`src/design/rfid_tx_defines.svh`:
```
// Register map, field positions, presets, command codes and timing counts of the transmit control block
`ifndef RFID_TX_DEFINES_SVH
`define RFID_TX_DEFINES_SVH
`define RFT_A_CHIP_CTRL 8'h00
`define RFT_A_PROTOCOL 8'h01
`define RFT_A_TX_OPT 8'h02
`define RFT_A_RX_OPT 8'h03
`define RFT_A_CAL_LO 8'h04
`define RFT_A_CAL_HI 8'h05
`define RFT_A_SLOT 8'h06
`define RFT_A_IRQ 8'h0c
`define RFT_A_STATUS 8'h0e
`define RFT_A_MODSET 8'h15
`define RFT_A_LEN1 8'h1d
`define RFT_A_LEN2 8'h1e
`define RFT_A_FIFO 8'h1f
`define RFT_A_CMD 8'h20
`define RFT_A_HANDLE_HI 8'h21
`define RFT_A_HANDLE_LO 8'h22
`define RFT_CC_CARRIER 0
`define RFT_CC_RECEIVER 1
`define RFT_CC_GAIN_CTRL 2
`define RFT_CC_GAIN_LEVEL 3
`define RFT_CC_DAC 4
`define RFT_CC_DIRECT 5
`define RFT_CC_STANDBY 6
`define RFT_PS_SEL_LO 2
`define RFT_PS_SEL_HI 5
`define RFT_PS_CRC_SKIP 7
`define RFT_RX_DR 2
`define RFT_RX_TREXT 0
`define RFT_IRQ_TX_END 7
`define RFT_IRQ_FIFO_LOW 5
`define RFT_ST_SETTLED 0
`define RFT_ST_BUSY 1
`define RFT_RST_CHIP_CTRL 8'h00
`define RFT_RST_MODSET 8'h00
`define RFT_RST_SLOT 8'h00
`define RFT_PRE_PROTOCOL 8'h02
`define RFT_PRE_TX_OPT 8'hf0
`define RFT_PRE_RX_OPT 8'h61
`define RFT_PRE_CALIBRATION_HIGH 12'h535
`define RFT_CMD_TX_NOCRC 8'h90
`define RFT_CMD_TX_CRC 8'h91
`define RFT_CMD_DLY_NOCRC 8'h92
`define RFT_CMD_DLY_CRC 8'h93
`define RFT_CMD_QUERY 8'h98
`define RFT_CMD_QUERYREP 8'h99
`define RFT_CMD_QUERYADJ 8'h9a
`define RFT_CMD_ACK 8'h9b
`define RFT_CMD_NAK 8'h9c
`define RFT_CMD_REQRN 8'h9d
`define RFT_FIFO_DEPTH 5'd24
`define RFT_FIFO_LOW_MARK 5'd3
`define RFT_CLK_MHZ 40
`define RFT_TARI_LONG_NS 25000
`define RFT_TARI_LONG_CYC ((`RFT_TARI_LONG_NS * `RFT_CLK_MHZ) / 1000)
`define RFT_DELIM_NS 12500
`define RFT_DELIM_CYC ((`RFT_DELIM_NS * `RFT_CLK_MHZ) / 1000)
`define RFT_RAMP_100_US 100
`define RFT_RAMP_200_US 200
`define RFT_RAMP_400_US 400
`define RFT_RAMP_100_CYC (`RFT_RAMP_100_US * `RFT_CLK_MHZ)
`define RFT_RAMP_200_CYC (`RFT_RAMP_200_US * `RFT_CLK_MHZ)
`define RFT_RAMP_400_CYC (`RFT_RAMP_400_US * `RFT_CLK_MHZ)
`define RFT_SLOT_UNIT_US 1
`define RFT_SLOT_UNIT_CYC (`RFT_SLOT_UNIT_US * `RFT_CLK_MHZ)
`define RFT_CALIBRATION_HIGH_UNIT_CYC 4
`define RFT_CRC16_PRESET 16'hffff
`define RFT_CRC16_POLY 16'h1021
`define RFT_CRC5_PRESET 5'h09
`define RFT_CRC5_POLY 5'h09
`endif

```
`src/design/rfid_tx_pkg.sv`:
```
// Types shared by the transmit control block
package rfid_tx_pkg;
  typedef enum logic [3:0] {
    ST_IDLE, ST_DELIM, ST_DATA0, ST_RTCAL, ST_CALIBRATION_HIGH, ST_PAYLOAD, ST_WAIT_DATA, ST_CRC, ST_TAIL
  } tx_state_e;
  typedef enum logic [1:0] {CRC_NONE, CRC_5, CRC_16} crc_kind_e;
endpackage : rfid_tx_pkg

```
`src/design/rfid_reader_transmit_control.sv`:
```
// Chip control, option registers, transmit FIFO and forward-link framer of the reader
`timescale 1ns/10ps
`include "rfid_tx_defines.svh"
module rfid_reader_transmit_control #(
  parameter logic [14:0] RAMP_200_CYC = 15'(`RFT_RAMP_200_CYC),
  parameter logic [14:0] RAMP_400_CYC = 15'(`RFT_RAMP_400_CYC)
) (
  input wire logic i_clk, // 40 MHz clock
  input wire logic i_nrst, // Synchronous reset, active low
  input wire logic i_en, // Chip enable pin
  input wire logic [7:0] i_addr, // Register address
  input wire logic [7:0] i_wdata, // Write data
  input wire logic i_wr, // Write strobe
  input wire logic i_rd, // Read strobe
  input wire logic i_rx_end, // Pulse at end of a reception
  output logic [7:0] o_rdata, // Read data, cycle after read strobe
  output logic o_irq, // Interrupt request, high while a cause is pending
  output logic o_modulation, // Forward-link modulation, low during a pulse
  output logic o_tx_on, // Transmit section enabled
  output logic o_rx_section_on, // Receive section enabled by carrier
  output logic o_receiver_on, // Receiver operation enabled
  output logic o_gain_ctrl_on, // Automatic gain control enabled
  output logic o_gain_level_on, // Automatic gain leveling enabled
  output logic o_dac_on, // Converter enabled
  output logic o_direct_mode, // Direct data mode selected
  output logic o_standby, // Standby power mode requested
  output logic o_field_on, // Field present or ramping
  output logic o_carrier_settled, // Field ramp-up finished
  output logic o_rx_crc_skip, // Receiver passes CRC bytes as data
  output logic [1:0] o_rx_coding, // Receive coding selection
  output logic o_tx_busy // Framer is sending a frame
);
  logic [7:0] ctrl_q, prot_q, txo_q, rxo_q, cal_lo_q, cal_hi_q, slot_q, modset_q;
  logic [7:0] len1_q, len2_q, hnd_hi_q, hnd_lo_q, irq_q, rdata_q;
  logic en_q, en_rise, cmd_wr, gen2, fifo_wr, push, pop, sym_end, start_fifo, start_word;
  logic [7:0] fifo_mem [0:23];
  logic [4:0] wp_q, rp_q, cnt_q;
  logic [14:0] ramp_q, ramp_len;
  logic settled_q, field_q, irq_out_q, tx_mod_q, busy_q;
  rfid_tx_pkg::tx_state_e state_q;
  rfid_tx_pkg::crc_kind_e crc_kind_q, crc_cmd;
  logic src_word_q, query_q, armed_q, dly_wait_q, timer_run_q, next_bit, len_crc_q;
  logic [31:0] word_q, word_cmd;
  logic [5:0] word_len;
  logic [15:0] bits_left_q, fifo_bits, crc16_q;
  logic [4:0] crc5_q, crc_left_q;
  logic [7:0] byte_q;
  logic [3:0] byte_bits_q;
  logic [14:0] sym_q, timer_q;
  logic [11:0] d0_cyc, pw_cyc, d1_cyc, pw_base, d1_base;
  logic [12:0] rt_cyc;
  logic [14:0] tr_cyc;
  logic [1:0] tari_shift;
  logic cur_bit, have_bit, advance, crc_bit, low_phase;

  assign en_rise = i_en & ~en_q;
  assign cmd_wr = i_wr && (i_addr == `RFT_A_CMD);
  assign fifo_wr = i_wr && (i_addr == `RFT_A_FIFO);
  assign gen2 = ~prot_q[`RFT_PS_SEL_LO] & ~prot_q[`RFT_PS_SEL_HI];

  always_ff @(posedge i_clk) begin
    if (!i_nrst) begin
      en_q <= 1'b0;
    end else begin
      en_q <= i_en;
    end
  end

  // Option registers; the enable preset overrides a write in the same cycle
  always_ff @(posedge i_clk) begin
    if (!i_nrst || en_rise) begin
      prot_q <= `RFT_PRE_PROTOCOL;
      txo_q <= `RFT_PRE_TX_OPT;
      rxo_q <= `RFT_PRE_RX_OPT;
      cal_lo_q <= 8'(`RFT_PRE_CALIBRATION_HIGH & 12'h0ff);
      cal_hi_q <= {4'h0, 4'(`RFT_PRE_CALIBRATION_HIGH >> 8)};
    end else if (i_wr) begin
      unique case (i_addr)
        `RFT_A_PROTOCOL: prot_q <= i_wdata;
        `RFT_A_TX_OPT: txo_q <= i_wdata;
        `RFT_A_RX_OPT: rxo_q <= i_wdata;
        `RFT_A_CAL_LO: cal_lo_q <= i_wdata;
        `RFT_A_CAL_HI: cal_hi_q <= i_wdata;
        default: ;
      endcase
    end
  end

  always_ff @(posedge i_clk) begin
    if (!i_nrst) begin
      ctrl_q <= `RFT_RST_CHIP_CTRL;
      slot_q <= `RFT_RST_SLOT;
      modset_q <= `RFT_RST_MODSET;
      len1_q <= 8'h00;
      len2_q <= 8'h00;
      hnd_hi_q <= 8'h00;
      hnd_lo_q <= 8'h00;
    end else if (i_wr) begin
      unique case (i_addr)
        `RFT_A_CHIP_CTRL: ctrl_q <= i_wdata;
        `RFT_A_SLOT: slot_q <= i_wdata;
        `RFT_A_MODSET: modset_q <= i_wdata;
        `RFT_A_LEN1: len1_q <= i_wdata;
        `RFT_A_LEN2: len2_q <= i_wdata;
        `RFT_A_HANDLE_HI: hnd_hi_q <= i_wdata;
        `RFT_A_HANDLE_LO: hnd_lo_q <= i_wdata;
        default: ;
      endcase
    end
  end

  // Forward-link timing from Tari, pulse width and data-one selections
  always_comb begin
    unique case (prot_q[1:0])
      2'b00: tari_shift = 2'd2;
      2'b01: tari_shift = 2'd1;
      default: tari_shift = 2'd0;
    endcase
    unique case (txo_q[7:6])
      2'b00: pw_base = 12'd270;
      2'b01: pw_base = 12'd350;
      2'b10: pw_base = 12'd440;
      2'b11: pw_base = 12'd500;
    endcase
    unique case (txo_q[5:4])
      2'b00: d1_base = 12'd1500;
      2'b01: d1_base = 12'd1660;
      2'b10: d1_base = 12'd1830;
      2'b11: d1_base = 12'd2000;
    endcase
    unique case (modset_q[1:0])
      2'b00: ramp_len = 15'(`RFT_TARI_LONG_CYC >> tari_shift);
      2'b01: ramp_len = 15'(`RFT_RAMP_100_CYC);
      2'b10: ramp_len = RAMP_200_CYC;
      2'b11: ramp_len = RAMP_400_CYC;
    endcase
  end
  assign d0_cyc = 12'(`RFT_TARI_LONG_CYC) >> tari_shift;
  assign pw_cyc = pw_base >> tari_shift;
  assign d1_cyc = d1_base >> tari_shift;
  assign rt_cyc = {1'b0, d0_cyc} + {1'b0, d1_cyc};
  assign tr_cyc = 15'({cal_hi_q[3:0], cal_lo_q} * 14'(`RFT_CALIBRATION_HIGH_UNIT_CYC));

  // Field ramp: counts up while the carrier is on, back down the same way when off
  always_ff @(posedge i_clk) begin
    if (!i_nrst) begin
      ramp_q <= 15'h0000;
      settled_q <= 1'b0;
      field_q <= 1'b0;
    end else begin
      if (ctrl_q[`RFT_CC_CARRIER] && ramp_q < ramp_len) begin
        ramp_q <= ramp_q + 15'h0001;
      end else if (!ctrl_q[`RFT_CC_CARRIER] && ramp_q != 15'h0000) begin
        ramp_q <= ramp_q - 15'h0001;
      end
      settled_q <= ctrl_q[`RFT_CC_CARRIER] && ramp_q >= ramp_len;
      field_q <= ctrl_q[`RFT_CC_CARRIER] || ramp_q != 15'h0000;
    end
  end

  // Transmit FIFO; a transmit command flushes it
  assign push = fifo_wr && cnt_q != `RFT_FIFO_DEPTH;
  always_ff @(posedge i_clk) begin
    if (push) begin
      fifo_mem[wp_q] <= i_wdata;
    end
  end
  always_ff @(posedge i_clk) begin
    if (!i_nrst || (cmd_wr && (i_wdata & 8'hfc) == `RFT_CMD_TX_NOCRC)) begin
      wp_q <= 5'h00;
      rp_q <= 5'h00;
      cnt_q <= 5'h00;
    end else begin
      if (push) begin
        wp_q <= (wp_q == `RFT_FIFO_DEPTH - 5'd1) ? 5'h00 : wp_q + 5'h01;
      end
      if (pop) begin
        rp_q <= (rp_q == `RFT_FIFO_DEPTH - 5'd1) ? 5'h00 : rp_q + 5'h01;
      end
      cnt_q <= cnt_q + {4'h0, push} - {4'h0, pop};
    end
  end

  // Built-in Gen2 command words, left aligned, with their CRC kind
  always_comb begin
    word_cmd = 32'h0000_0000;
    word_len = 6'd0;
    crc_cmd = rfid_tx_pkg::CRC_NONE;
    unique case (i_wdata)
      `RFT_CMD_QUERY: begin
        word_cmd = {4'b1000, rxo_q[`RFT_RX_DR], prot_q[4:3], rxo_q[`RFT_RX_TREXT], 2'b00, txo_q[1:0], 5'h00, 15'h0000};
        word_len = 6'd17;
        crc_cmd = rfid_tx_pkg::CRC_5;
      end
      `RFT_CMD_QUERYREP: begin
        word_cmd = {2'b00, txo_q[1:0], 28'h0000000};
        word_len = 6'd4;
      end
      `RFT_CMD_QUERYADJ: begin
        word_cmd = {4'b1001, txo_q[1:0], 3'b000, 23'h000000};
        word_len = 6'd9;
      end
      `RFT_CMD_ACK: begin
        word_cmd = {2'b01, hnd_hi_q, hnd_lo_q, 14'h0000};
        word_len = 6'd18;
      end
      `RFT_CMD_NAK: begin
        word_cmd = {8'b1100_0000, 24'h000000};
        word_len = 6'd8;
      end
      `RFT_CMD_REQRN: begin
        word_cmd = {8'b1100_0001, hnd_hi_q, hnd_lo_q, 8'h00};
        word_len = 6'd24;
        crc_cmd = rfid_tx_pkg::CRC_16;
      end
      default: ;
    endcase
  end

  assign fifo_bits = {1'b0, len1_q, len2_q[7:4], 3'b000} + {13'h0000, len2_q[0] ? len2_q[3:1] : 3'b000};
  assign start_word = cmd_wr && word_len != 6'd0 && gen2 && state_q == rfid_tx_pkg::ST_IDLE;
  assign start_fifo = armed_q && !dly_wait_q && cnt_q != 5'h00 && gen2 && state_q == rfid_tx_pkg::ST_IDLE;

  // Bit sequencing helpers
  assign sym_end = sym_q == 15'h0000;
  assign advance = sym_end && (state_q == rfid_tx_pkg::ST_PAYLOAD || state_q == rfid_tx_pkg::ST_WAIT_DATA
    || state_q == rfid_tx_pkg::ST_CALIBRATION_HIGH || (state_q == rfid_tx_pkg::ST_RTCAL && !query_q));
  assign have_bit = src_word_q || byte_bits_q != 4'h0 || cnt_q != 5'h00;
  assign pop = advance && bits_left_q != 16'h0000 && !src_word_q && byte_bits_q == 4'h0 && cnt_q != 5'h00;
  assign cur_bit = src_word_q ? word_q[31] : (byte_bits_q == 4'h0 ? fifo_mem[rp_q][7] : byte_q[7]);
  assign crc_bit = (crc_kind_q == rfid_tx_pkg::CRC_16) ? ~crc16_q[15] : crc5_q[4];
  assign next_bit = cur_bit;
  assign low_phase = state_q == rfid_tx_pkg::ST_DELIM || ({2'b00, sym_q} < {5'h00, pw_cyc}
    && state_q != rfid_tx_pkg::ST_IDLE && state_q != rfid_tx_pkg::ST_WAIT_DATA && state_q != rfid_tx_pkg::ST_TAIL);

  // Delayed transmission: armed by command, timed from the end of a reception
  always_ff @(posedge i_clk) begin
    if (!i_nrst) begin
      armed_q <= 1'b0;
      dly_wait_q <= 1'b0;
      timer_run_q <= 1'b0;
      timer_q <= 15'h0000;
    end else begin
      if (cmd_wr && (i_wdata & 8'hfc) == `RFT_CMD_TX_NOCRC) begin
        armed_q <= 1'b1;
        dly_wait_q <= i_wdata[1];
        timer_run_q <= 1'b0;
      end else if (start_fifo) begin
        armed_q <= 1'b0;
      end else if (dly_wait_q && !timer_run_q && i_rx_end) begin
        timer_run_q <= 1'b1;
        timer_q <= 15'(slot_q * 15'(`RFT_SLOT_UNIT_CYC));
      end else if (timer_run_q) begin
        if (timer_q == 15'h0000) begin
          timer_run_q <= 1'b0;
          dly_wait_q <= 1'b0;
        end else begin
          timer_q <= timer_q - 15'h0001;
        end
      end
    end
  end

  // Framer: delimiter, data-0, RTcal, Calibration_high for Query, payload, CRC, closing symbol
  always_ff @(posedge i_clk) begin
    if (!i_nrst) begin
      state_q <= rfid_tx_pkg::ST_IDLE;
      sym_q <= 15'h0000;
      src_word_q <= 1'b0;
      query_q <= 1'b0;
      crc_kind_q <= rfid_tx_pkg::CRC_NONE;
      word_q <= 32'h0000_0000;
      bits_left_q <= 16'h0000;
      byte_q <= 8'h00;
      byte_bits_q <= 4'h0;
      crc16_q <= `RFT_CRC16_PRESET;
      crc5_q <= `RFT_CRC5_PRESET;
      crc_left_q <= 5'h00;
      tx_mod_q <= 1'b1;
      busy_q <= 1'b0;
    end else begin
      tx_mod_q <= ~low_phase;
      busy_q <= state_q != rfid_tx_pkg::ST_IDLE;
      if (start_word || start_fifo) begin
        state_q <= rfid_tx_pkg::ST_DELIM;
        sym_q <= 15'(`RFT_DELIM_CYC - 1);
        src_word_q <= start_word;
        query_q <= start_word && i_wdata == `RFT_CMD_QUERY;
        crc_kind_q <= start_word ? crc_cmd : (armed_q && len_crc_q ? rfid_tx_pkg::CRC_16 : rfid_tx_pkg::CRC_NONE);
        word_q <= word_cmd;
        bits_left_q <= start_word ? {10'h000, word_len} : fifo_bits;
        byte_bits_q <= 4'h0;
        crc16_q <= `RFT_CRC16_PRESET;
        crc5_q <= `RFT_CRC5_PRESET;
      end else if (!sym_end) begin
        sym_q <= sym_q - 15'h0001;
      end else begin
        unique case (state_q)
          rfid_tx_pkg::ST_IDLE: ;
          rfid_tx_pkg::ST_DELIM: begin
            state_q <= rfid_tx_pkg::ST_DATA0;
            sym_q <= 15'(d0_cyc - 12'd1);
          end
          rfid_tx_pkg::ST_DATA0: begin
            state_q <= rfid_tx_pkg::ST_RTCAL;
            sym_q <= 15'(rt_cyc - 13'd1);
          end
          rfid_tx_pkg::ST_RTCAL, rfid_tx_pkg::ST_CALIBRATION_HIGH, rfid_tx_pkg::ST_PAYLOAD, rfid_tx_pkg::ST_WAIT_DATA: begin
            if (state_q == rfid_tx_pkg::ST_RTCAL && query_q) begin
              state_q <= rfid_tx_pkg::ST_CALIBRATION_HIGH;
              sym_q <= tr_cyc - 15'h0001;
            end else if (bits_left_q != 16'h0000) begin
              if (have_bit) begin
                state_q <= rfid_tx_pkg::ST_PAYLOAD;
                sym_q <= 15'(next_bit ? d1_cyc - 12'd1 : d0_cyc - 12'd1);
                bits_left_q <= bits_left_q - 16'h0001;
                crc16_q <= {crc16_q[14:0], 1'b0} ^ ((crc16_q[15] ^ next_bit) ? `RFT_CRC16_POLY : 16'h0000);
                crc5_q <= {crc5_q[3:0], 1'b0} ^ ((crc5_q[4] ^ next_bit) ? `RFT_CRC5_POLY : 5'h00);
                word_q <= {word_q[30:0], 1'b0};
                if (pop) begin
                  byte_q <= {fifo_mem[rp_q][6:0], 1'b0};
                  byte_bits_q <= 4'h7;
                end else if (!src_word_q) begin
                  byte_q <= {byte_q[6:0], 1'b0};
                  byte_bits_q <= byte_bits_q - 4'h1;
                end
              end else begin
                state_q <= rfid_tx_pkg::ST_WAIT_DATA; // Underrun holds the carrier unmodulated
              end
            end else if (crc_kind_q != rfid_tx_pkg::CRC_NONE) begin
              state_q <= rfid_tx_pkg::ST_CRC;
              crc_left_q <= (crc_kind_q == rfid_tx_pkg::CRC_16) ? 5'd15 : 5'd4;
              sym_q <= 15'(crc_bit ? d1_cyc - 12'd1 : d0_cyc - 12'd1);
            end else begin
              state_q <= rfid_tx_pkg::ST_TAIL;
              sym_q <= 15'(d0_cyc - 12'd1);
            end
          end
          rfid_tx_pkg::ST_CRC: begin
            crc16_q <= {crc16_q[14:0], 1'b1};
            crc5_q <= {crc5_q[3:0], 1'b0};
            if (crc_left_q == 5'h00) begin
              state_q <= rfid_tx_pkg::ST_TAIL;
              sym_q <= 15'(d0_cyc - 12'd1);
            end else begin
              crc_left_q <= crc_left_q - 5'h01;
              sym_q <= 15'((crc_kind_q == rfid_tx_pkg::CRC_16 ? ~crc16_q[14] : crc5_q[3]) ? d1_cyc - 12'd1
                : d0_cyc - 12'd1);
            end
          end
          rfid_tx_pkg::ST_TAIL: state_q <= rfid_tx_pkg::ST_IDLE;
        endcase
      end
    end
  end

  // Remembers which transmit command armed the FIFO path
  always_ff @(posedge i_clk) begin
    if (!i_nrst) begin
      len_crc_q <= 1'b0;
    end else if (cmd_wr && (i_wdata & 8'hfc) == `RFT_CMD_TX_NOCRC) begin
      len_crc_q <= i_wdata[0];
    end
  end

  // Interrupt causes: an event in the clearing read's cycle survives
  always_ff @(posedge i_clk) begin
    if (!i_nrst) begin
      irq_q <= 8'h00;
      irq_out_q <= 1'b0;
    end else begin
      irq_q <= ((i_rd && i_addr == `RFT_A_IRQ) ? 8'h00 : irq_q)
        | (8'(pop && !push && cnt_q == `RFT_FIFO_LOW_MARK + 5'd1) << `RFT_IRQ_FIFO_LOW)
        | (8'(state_q == rfid_tx_pkg::ST_TAIL && sym_end) << `RFT_IRQ_TX_END);
      irq_out_q <= irq_q != 8'h00;
    end
  end

  always_ff @(posedge i_clk) begin
    if (!i_nrst || !i_rd) begin
      rdata_q <= 8'h00;
    end else begin
      unique case (i_addr)
        `RFT_A_CHIP_CTRL: rdata_q <= ctrl_q;
        `RFT_A_PROTOCOL: rdata_q <= prot_q;
        `RFT_A_TX_OPT: rdata_q <= txo_q;
        `RFT_A_RX_OPT: rdata_q <= rxo_q;
        `RFT_A_CAL_LO: rdata_q <= cal_lo_q;
        `RFT_A_CAL_HI: rdata_q <= cal_hi_q;
        `RFT_A_SLOT: rdata_q <= slot_q;
        `RFT_A_IRQ: rdata_q <= irq_q;
        `RFT_A_STATUS: rdata_q <= (8'(settled_q) << `RFT_ST_SETTLED) | (8'(busy_q) << `RFT_ST_BUSY);
        `RFT_A_MODSET: rdata_q <= modset_q;
        `RFT_A_LEN1: rdata_q <= len1_q;
        `RFT_A_LEN2: rdata_q <= len2_q;
        `RFT_A_HANDLE_HI: rdata_q <= hnd_hi_q;
        `RFT_A_HANDLE_LO: rdata_q <= hnd_lo_q;
        default: rdata_q <= 8'h00;
      endcase
    end
  end

  assign o_rdata = rdata_q;
  assign o_irq = irq_out_q;
  assign o_modulation = tx_mod_q;
  assign o_tx_on = ctrl_q[`RFT_CC_CARRIER];
  assign o_rx_section_on = ctrl_q[`RFT_CC_CARRIER];
  assign o_receiver_on = ctrl_q[`RFT_CC_RECEIVER];
  assign o_gain_ctrl_on = ctrl_q[`RFT_CC_GAIN_CTRL];
  assign o_gain_level_on = ctrl_q[`RFT_CC_GAIN_LEVEL];
  assign o_dac_on = ctrl_q[`RFT_CC_DAC];
  assign o_direct_mode = ctrl_q[`RFT_CC_DIRECT];
  assign o_standby = ctrl_q[`RFT_CC_STANDBY];
  assign o_field_on = field_q;
  assign o_carrier_settled = settled_q;
  assign o_rx_crc_skip = prot_q[`RFT_PS_CRC_SKIP];
  assign o_rx_coding = prot_q[4:3];
  assign o_tx_busy = busy_q;
endmodule : rfid_reader_transmit_control

```
`config.mk`:
```
export PLATFORM = sky130hd
export DESIGN_NAME = rfid_reader_transmit_control
export DESIGN_NICKNAME = d
export VERILOG_FILES = /design/src/design/rfid_tx_pkg.sv /design/src/design/rfid_reader_transmit_control.sv
export VERILOG_INCLUDE_DIRS = /design/src /design/src/design
export SDC_FILE = /design/constraint.sdc
export NUM_CORES = 1
export LEC_CHECK = 0
export ABC_AREA = 1
export BUFFER_PORTS_ARGS = -buffer_cell sky130_fd_sc_hd__buf_2
export CAP_MARGIN = 15
export CORE_MARGIN = 2
export CORE_UTILIZATION = 62
export DETAILED_ROUTE_END_ITERATION = 10
export PLACE_DENSITY = 0.79
export SLEW_MARGIN = 20
export SYNTH_ARGS = -nofsm -noshare
export SYNTH_HDL_FRONTEND = slang
export SYNTH_SLANG_ARGS = --single-unit
```
`constraint.sdc`:
```
create_clock -name i_clk -period 8.65 [get_ports i_clk]
set_clock_uncertainty 0.05 [all_clocks]
set_input_delay 1.73 -clock i_clk [delete_from_list [all_inputs] [get_ports i_clk]]
set_output_delay 1.73 -clock i_clk [all_outputs]
set_load 0.03 [all_outputs]
```
==> impl_results.md, run 1 <==
* Reg area at 0.0111 mm^2
* Drt total wl at 67900 um
* Pleak at 9.80 nW
* Antenna violations before repair at 0
* Port Buf Inserts at 45
* # H-tree levels at 2
* Area Growth Syn to Fin at 8.01%
* Yosys cell types at 70
* HP Class: register to register
* RSZ-0062 raised after global routing: no
* Max-Cap Viols at 0
* Min-Delay Startpoint: modset_q[6]
* Inserted Diodes at 0
* HPWL after DPL at 46800 um
* Clk_lat worst skew at 0.61 ns
* Sequential area share after synthesis at 0.474
* Synth top area share at 0.247
* Number of hold-repair buffers added at the cts stage at 0
* Slew of the pin with the lowest slew margin at 1.12 ns
* Most Frequent Cell on Critical Path: nand2_1
* Ys async rst share at 0
* Post-synthesis instance total at 2819
* Fin nets at 2920
* Critical path's largest stage delay at 0.55 ns
* Largest net degree at the start of global routing at 76
* Main area contributors after synthesis: edfxtp_1 (25%), dfxtp_1 (23%), nand2_1 (7.0%)
* Top Ports at 46
* Reg2reg start: prot_q[1]
* Post-CTS Resized at 0
* CTS tree: yes
* Pre-antenna DRT Iters at 8
* Via/cell ratio at 6.13
* Row count at 71
* Ys Warns at 0
* Avg Inst Size Synth at 8.29 um^2
* Post-CTS setup buffers at 0
* Post-route clock period utilization at 0.580
* Full die area at 0.0392 mm^2
* First-pass GRT wire length at 105000 um
* Setup CP Type: register to register
* Setup TNS at 0 ns
* Initial core utilization at 0.625
* Initial DRC Count at 2096
* Top-count cell post-synth: nand2_1
* CP Cell Sequence: inv_1 -> nand2_1 -> nand2_1 -> ha_1 -> nand4_1 -> o221ai_1 -> nand2_1 -> o211ai_1 -> nor2_1 -> inv_1 -> ha_1 -> nand2_1 -> o21ai_0 -> a21oi_1 -> o21bai_1 -> a21boi_0 -> o21ai_0 -> nand3_1 -> nand2_1 -> nand2_1 -> nand2_1 -> nand3_1 -> nand2_1 -> nor2_1
* Placed cell count at 3269
* Die H at 198 um
* CP startpoint: prot_q[1]
* GRT Residual Overflow at 0
* Routed Antenna Nets at 0
* Fin. Hold Viols at 0
* CP max FO at 15
* CTS Buffer Depth at 3
* Number of global-route vias before repair at 19200
* CTS root buf: clkbuf_16
* Filler Cell Count at 3078
* Die width at 198 um
* CTS Sinks at 457
* Wire length per cell at 20.3 um
* Post-synth top cells: nand2_1 (434), nor2_1 (312), o21ai_0 (307)
* Worst hold slack at 0.414 ns
* Crit end category: register
* Setup WS pre-CTS at 3.63 ns
* VDD IR-drop max at 0.202 mV
* CP Data Required Time at 9.10 ns
* Max-slew violations at 0
* Fin crit period at 5.02 ns
* Share of cells above drive strength 1 at 0.0746
* Remaining DRCs at 0
* Count of final setup violators at 0
* Synth Register Bits at 457
* Outcome: finished, final reports clean
* Slew headroom at 0.249
* GRT Util Overall at 0.348
* Final Wtd Congestion at 0.955
* Number of buffers created by CTS at 47
* Worst setup SP type: register
* Core area at 0.0374 mm^2
* Routed via count at 20600
* Post-synth EDFFs at 192
* Area after DPL at 0.0237 mm^2
* Fin util at 0.675
* Worst setup margin at 3.63 ns
* Synth area leader: edfxtp_1
* Worst-path clk slew at 0.06 ns
* Pwr/cell area at 202 mW/mm^2
* Multi-input logic area at 0.0106 mm^2
* Total power at 5.09 mW
* Top FF cell, synth: dfxtp_1
* Design area at 0.0252 mm^2
* CP arrival at 5.47 ns
* Slowest-stage cell, CP: nand2_1
* Fmax at 199 MHz
* Mapped Area at 0.0234 mm^2
* Final std cells w/o fill at 3353
cells by family (layout without fill, tap and decap cells):
kind of cell               count (synthesis)  count (layout)  synth area share
and+or+nand+nor                         1006            1006             0.186
AOI/OAI and AO/OA                        797             797             0.197
DFF                                      457             457             0.474
buffers and inverters                    417             439            0.0749
adders and majority gates                 91              91            0.0500
xor gates and xnor gates                  49              49            0.0184
other                                      2               3          0.000321
placed cells by master (no fill, tap or decap), types with 11 or more instances in the layout:
cell       instances
dfxtp_1          264
a221oi_1          16
buf_2             45
nand3_1          132
inv_2             17
ha_1              87
buf_4             20
o221ai_1          30
a211oi_1          25
xnor2_1           16
a31oi_1           47
nor2_1           311
o21ai_0          306
o22ai_1           50
nor4_1            16
o211ai_1          23
a21oi_1          240
clkbuf_16         47
nor3_1            33
nand2_2           11
inv_1            266
nand2_1          434
nand4_1           22
xor2_1            33
nor2_2            12
edfxtp_1         192
final timing paths:
path	to	slack (ns)	cells after the start
hold reg to reg	modset_q[6]	0.41	2
setup / recovery	ramp_q[14]	3.63	24
hold / removal	modset_q[6]	0.41	2
setup reg to reg	ramp_q[14]	3.63	24
sequential cells by signal, indices dropped and copies added (netlist names), 7 cells and up, named ones only:
name and count:
fifo_mem 192, word_q 24, bits_left_q 16, crc16_q 16
ramp_q 15, sym_q 15, timer_q 15, cal_hi_q 8
cal_lo_q 8, ctrl_q 8, hnd_hi_q 8, hnd_lo_q 8
len1_q 8, len2_q 8, modset_q 8, o_rdata 8
prot_q 8, rxo_q 8, slot_q 8, txo_q 8
byte_q 7
area by class of cell:
type | count | share of cell area
Clock inverter | 31 | 0.0120
Clock buffer | 53 | 0.0475
Multi-Input combinational cell | 1946 | 0.418
Tap cell | 511 | 0.0253
Sequential cell | 457 | 0.439
Timing Repair Buffer | 65 | 0.0149
Inverter | 290 | 0.0433
worst max-delay path, delay by kind of cell, from the launching register on:
kind | cells | cell delay, ns
AND/OR/NAND/NOR | 13 | 1.74
AO/OA/AOI/OAI | 7 | 1.32
buffers and inverters | 2 | 0.74
adder cells (fa/ha/maj) | 2 | 0.73
flip-flops | 1 | 0.36
per-layer routing:
metal	track usage	share of wire	up-vias	wire length, um
met1	0.476	0.42	9643	28800
met3	0.0646	0.089	162	6020
met2	0.553	0.46	999	30900
met5	0	0	-	0
li1	-	-	9754	-
met4	0.125	0.033	0	2210
report_power, final:
part / switching [mW] / leakage, nW / internal (mW) / total [mW]
Combinational: 0.457 / 5.20 / 0.278 / 0.734
Sequential: 0.0666 / 3.87 / 2.30 / 2.37
Clock: 0.890 / 0.732 / 1.10 / 1.99
Total: 1.41 / 9.80 / 3.68 / 5.09
No activity file was read; power rests on OpenSTA's default activity.
==> inputs of run 2 (changes only) <==
--- a/config.mk
+++ b/config.mk
@@ -6,7 +6,7 @@
 export SDC_FILE = /design/constraint.sdc
 export NUM_CORES = 1
 export LEC_CHECK = 0
-export ABC_AREA = 1
+export ABC_AREA = 0
 export BUFFER_PORTS_ARGS = -buffer_cell sky130_fd_sc_hd__buf_2
 export CAP_MARGIN = 15
 export CORE_MARGIN = 2
==> constraint.sdc (replaced) <==
create_clock -name i_clk -period 4.8 [get_ports i_clk]
set_clock_uncertainty 0.05 [all_clocks]
set_input_delay 0.96 -clock i_clk [delete_from_list [all_inputs] [get_ports i_clk]]
set_output_delay 0.96 -clock i_clk [all_outputs]
set_load 0.03 [all_outputs]
==> impl_results.md, run 2 <==
* Setup CP Type: register to register
* Most frequent cells in the layout: dfxtp_1 (261), nand2_1 (239), nor2_1 (216)
* Via/cell ratio at 6.67 (+8.7%)
* Ys async rst share at 0 (unchanged)
* Final Wtd Congestion at 0.938 (-1.8%)
* Total power at 9.46 mW (+86%)
* Area Growth Syn to Fin at 10.6%
* Worst hold slack at 0.404 ns (-0.0102 ns)
* CP arrival at 5.09 ns (-0.38 ns)
* Synth Register Bits at 457 (unchanged)
* CTS tree: yes
* Worst setup SP type: register
* Drt total wl at 64500 um (-5.1%)
* Fin nets at 2436 (-17%)
* Outcome: finished, final reports clean
* Slew of the pin with the lowest slew margin at 1.02 ns (-0.103 ns)
* Max reg flops at 192 (unchanged)
* Die H at 197 um (-0.72%)
* CTS Buffer Depth at 3 (unchanged)
* Count of final setup violators at 0 (unchanged)
* Fin crit period at 4.67 ns (-0.353 ns)
* First-pass GRT wire length at 100000 um (-4.9%)
* Number of hold-repair buffers added at the cts stage at 0 (unchanged)
* Post-synth top cells: dfxtp_1 (265), nand2_1 (240), nor2_1 (217)
* Port Buf Inserts at 45 (unchanged)
* Top-count cell post-synth: dfxtp_1
* Fmax at 214 MHz (+7.6%)
* Pwr/cell area at 372 mW/mm^2 (+84%)
* Clk_lat worst skew at 0.59 ns (-0.02 ns)
* Fin. Hold Viols at 0 (unchanged)
* Ys Warns at 0 (unchanged)
* Routed via count at 18900 (-8.2%)
* GRT Residual Overflow at 0 (unchanged)
* Top Ports at 46 (unchanged)
* Mapped Area at 0.0230 mm^2 (-1.5%)
* Most common cell after layout, fill and taps aside: dfxtp_1
* Main area contributors after synthesis: edfxtp_1 (25%), dfxtp_1 (23%), mux4_2 (5.4%)
* Largest regs: fifo_mem x192, word_q x24
* Synth top area share at 0.250 (+0.00368)
* Top FF cell, synth: dfxtp_1
* # H-tree levels at 2 (unchanged)
* Avg Inst Size Synth at 9.92 um^2 (+20%)
* Max-Cap Viols at 0 (unchanged)
* Share of cells above drive strength 1 at 0.127 (+0.0520)
* Post-synth EDFFs at 192 (unchanged)
* HP Class: register to register
* Crit end category: register
* Remaining DRCs at 0 (unchanged)
* Row count at 70 (-1.4%)
* Setup TNS at 0 ns (unchanged)
* Max-slew violations at 0 (unchanged)
* Core area at 0.0366 mm^2 (-2.1%)
* Post-route clock period utilization at 0.972 (+0.392)
* Full die area at 0.0387 mm^2 (-1.4%)
* GRT Util Overall at 0.332 (-0.0162)
* Antenna violations before repair at 3 (+3)
* Pre-antenna DRT Iters at 8 (unchanged)
* CP Data Required Time at 5.22 ns (-3.88 ns)
* HPWL after DPL at 42300 um (-9.5%)
* Inserted Diodes at 0 (unchanged)
* Routed Antenna Nets at 0 (unchanged)
* Most flops, register: fifo_mem
* Wire length per cell at 22.8 um (+12%)
* Sequential area share after synthesis at 0.481 (+0.00706)
* CTS Sinks at 457 (unchanged)
* Number of global-route vias before repair at 18100 (-5.7%)
* Initial core utilization at 0.629 (+0.00411)
* Largest net degree at the start of global routing at 130 (+71%)
* CP max FO at 7 (-8)
* CTS root buf: clkbuf_16
* Slew headroom at 0.319 (+0.0700)
* Worst-path clk slew at 0.06 ns (about the same)
* Fin util at 0.695 (+0.0207)
* Post-synthesis instance total at 2321 (-18%)
* Number of buffers created by CTS at 47 (unchanged)
* Yosys cell types at 88 (+26%)
* Die width at 197 um (-0.72%)
* Synth area leader: edfxtp_1
* VDD IR-drop max at 0.439 mV (+120%)
* Initial DRC Count at 2332 (+11%)
* Pleak at 9.42 nW (-3.9%)
==> run 2: cell types whose count changed after synthesis, sizes merged, moves of 35 or more <==
cell / before / now
o21ai: 313 / 78
inv: 284 / 66
nand2: 448 / 241
nor2: 326 / 218
mux2i: 0 / 79
mux4: 0 / 55
clkbuf: 70 / 122
o22ai: 50 / 4
a21oi: 242 / 207
==> run 2: power by group <==
group | switching, mW | leakage (nW) | total, mW | internal [mW]
clock | 1.58 | 0.759 | 3.69 | 2.12
combinational | 0.843 | 4.79 | 1.49 | 0.651
sequential | 0.136 | 3.87 | 4.28 | 4.14
==> run 2: cell type report <==
type,instances,area [um^2]
timing repair buffer,101,666
inverter,67,254
tap,468,586
fill,2644,11200
clock buffer,57,1270
multi-input combinational,1649,11300
sequential,457,11100
clock inverter,30,280
==> run 2: per-layer routing <==
layer,up-vias,GRT usage,share of wire
met1,9062,0.449,0.41
met3,195,0.0496,0.089
met2,999,0.545,0.47
met4,0,0.124,0.036
li1,8606,-,-
met5,-,0,0
==> run 2: logic make-up after synthesis <==
| family | after synthesis | synth area share |
|---|---|---|
| DFF | 457 | 0.481 |
| xor gates and xnor gates | 64 | 0.0244 |
| and+or+nand+nor | 822 | 0.169 |
| buffers and inverters | 216 | 0.0370 |
| muxes | 141 | 0.0916 |
| AOI/OAI and AO/OA | 528 | 0.146 |
| adders and majority gates | 91 | 0.0508 |
| other | 2 | 0.000326 |
==> run 2: worst max-delay path, stage by stage, from the launching register on <==
cell and delay, ns:
dfxtp_2 0.32, inv_1 0.05, ha_2 0.18, nand2_1 0.08, inv_1 0.07, nand2b_1 0.09, o21ai_0 0.09, ha_1 0.29
a21o_1 0.16, a21o_1 0.17, a221o_1 0.34, a2111oi_4 0.36, o31ai_4 0.13, a21boi_2 0.21, nand2_4 0.17, ha_4 0.36
nor2b_4 0.14, o31ai_1 0.12, a211oi_2 0.30, nor3_2 0.09, o41ai_2 0.41, xnor2_1 0.16, nand2_1 0.08, mux2i_1 0.12
==> run 2: worst paths after layout <==
check | depth (start not counted) | start | slack, ns | to
max | 23 | modset_q[0] | 0.13 | ramp_q[14]
min reg2reg | 2 | crc5_q[0] | 0.40 | crc5_q[1]
min | 2 | crc5_q[0] | 0.40 | crc5_q[1]
max reg2reg | 23 | modset_q[0] | 0.13 | ramp_q[14]
==> run 2: through the flow <==
step,setup slack [ns],std cells,cell area [um^2]
detailed placement,-0.0532,2738,23700
CTS,0.000111,2825,25200
floorplan,0.0127,2322,23100
global route,-0.103,2829,25500
global placement,0.0931,2738,23700
finish,0.132,2829,25500
==> run 2: timing repair <==
action | in CTS | in global routing
endpoints found under the hold margin | 0 | 0
gates cloned | 0 | 0
setup endpoints to repair | 2 | 7
gates resized for setup | 1 | 27
buffers inserted | 0 | 4
pin swaps | 1 | 9
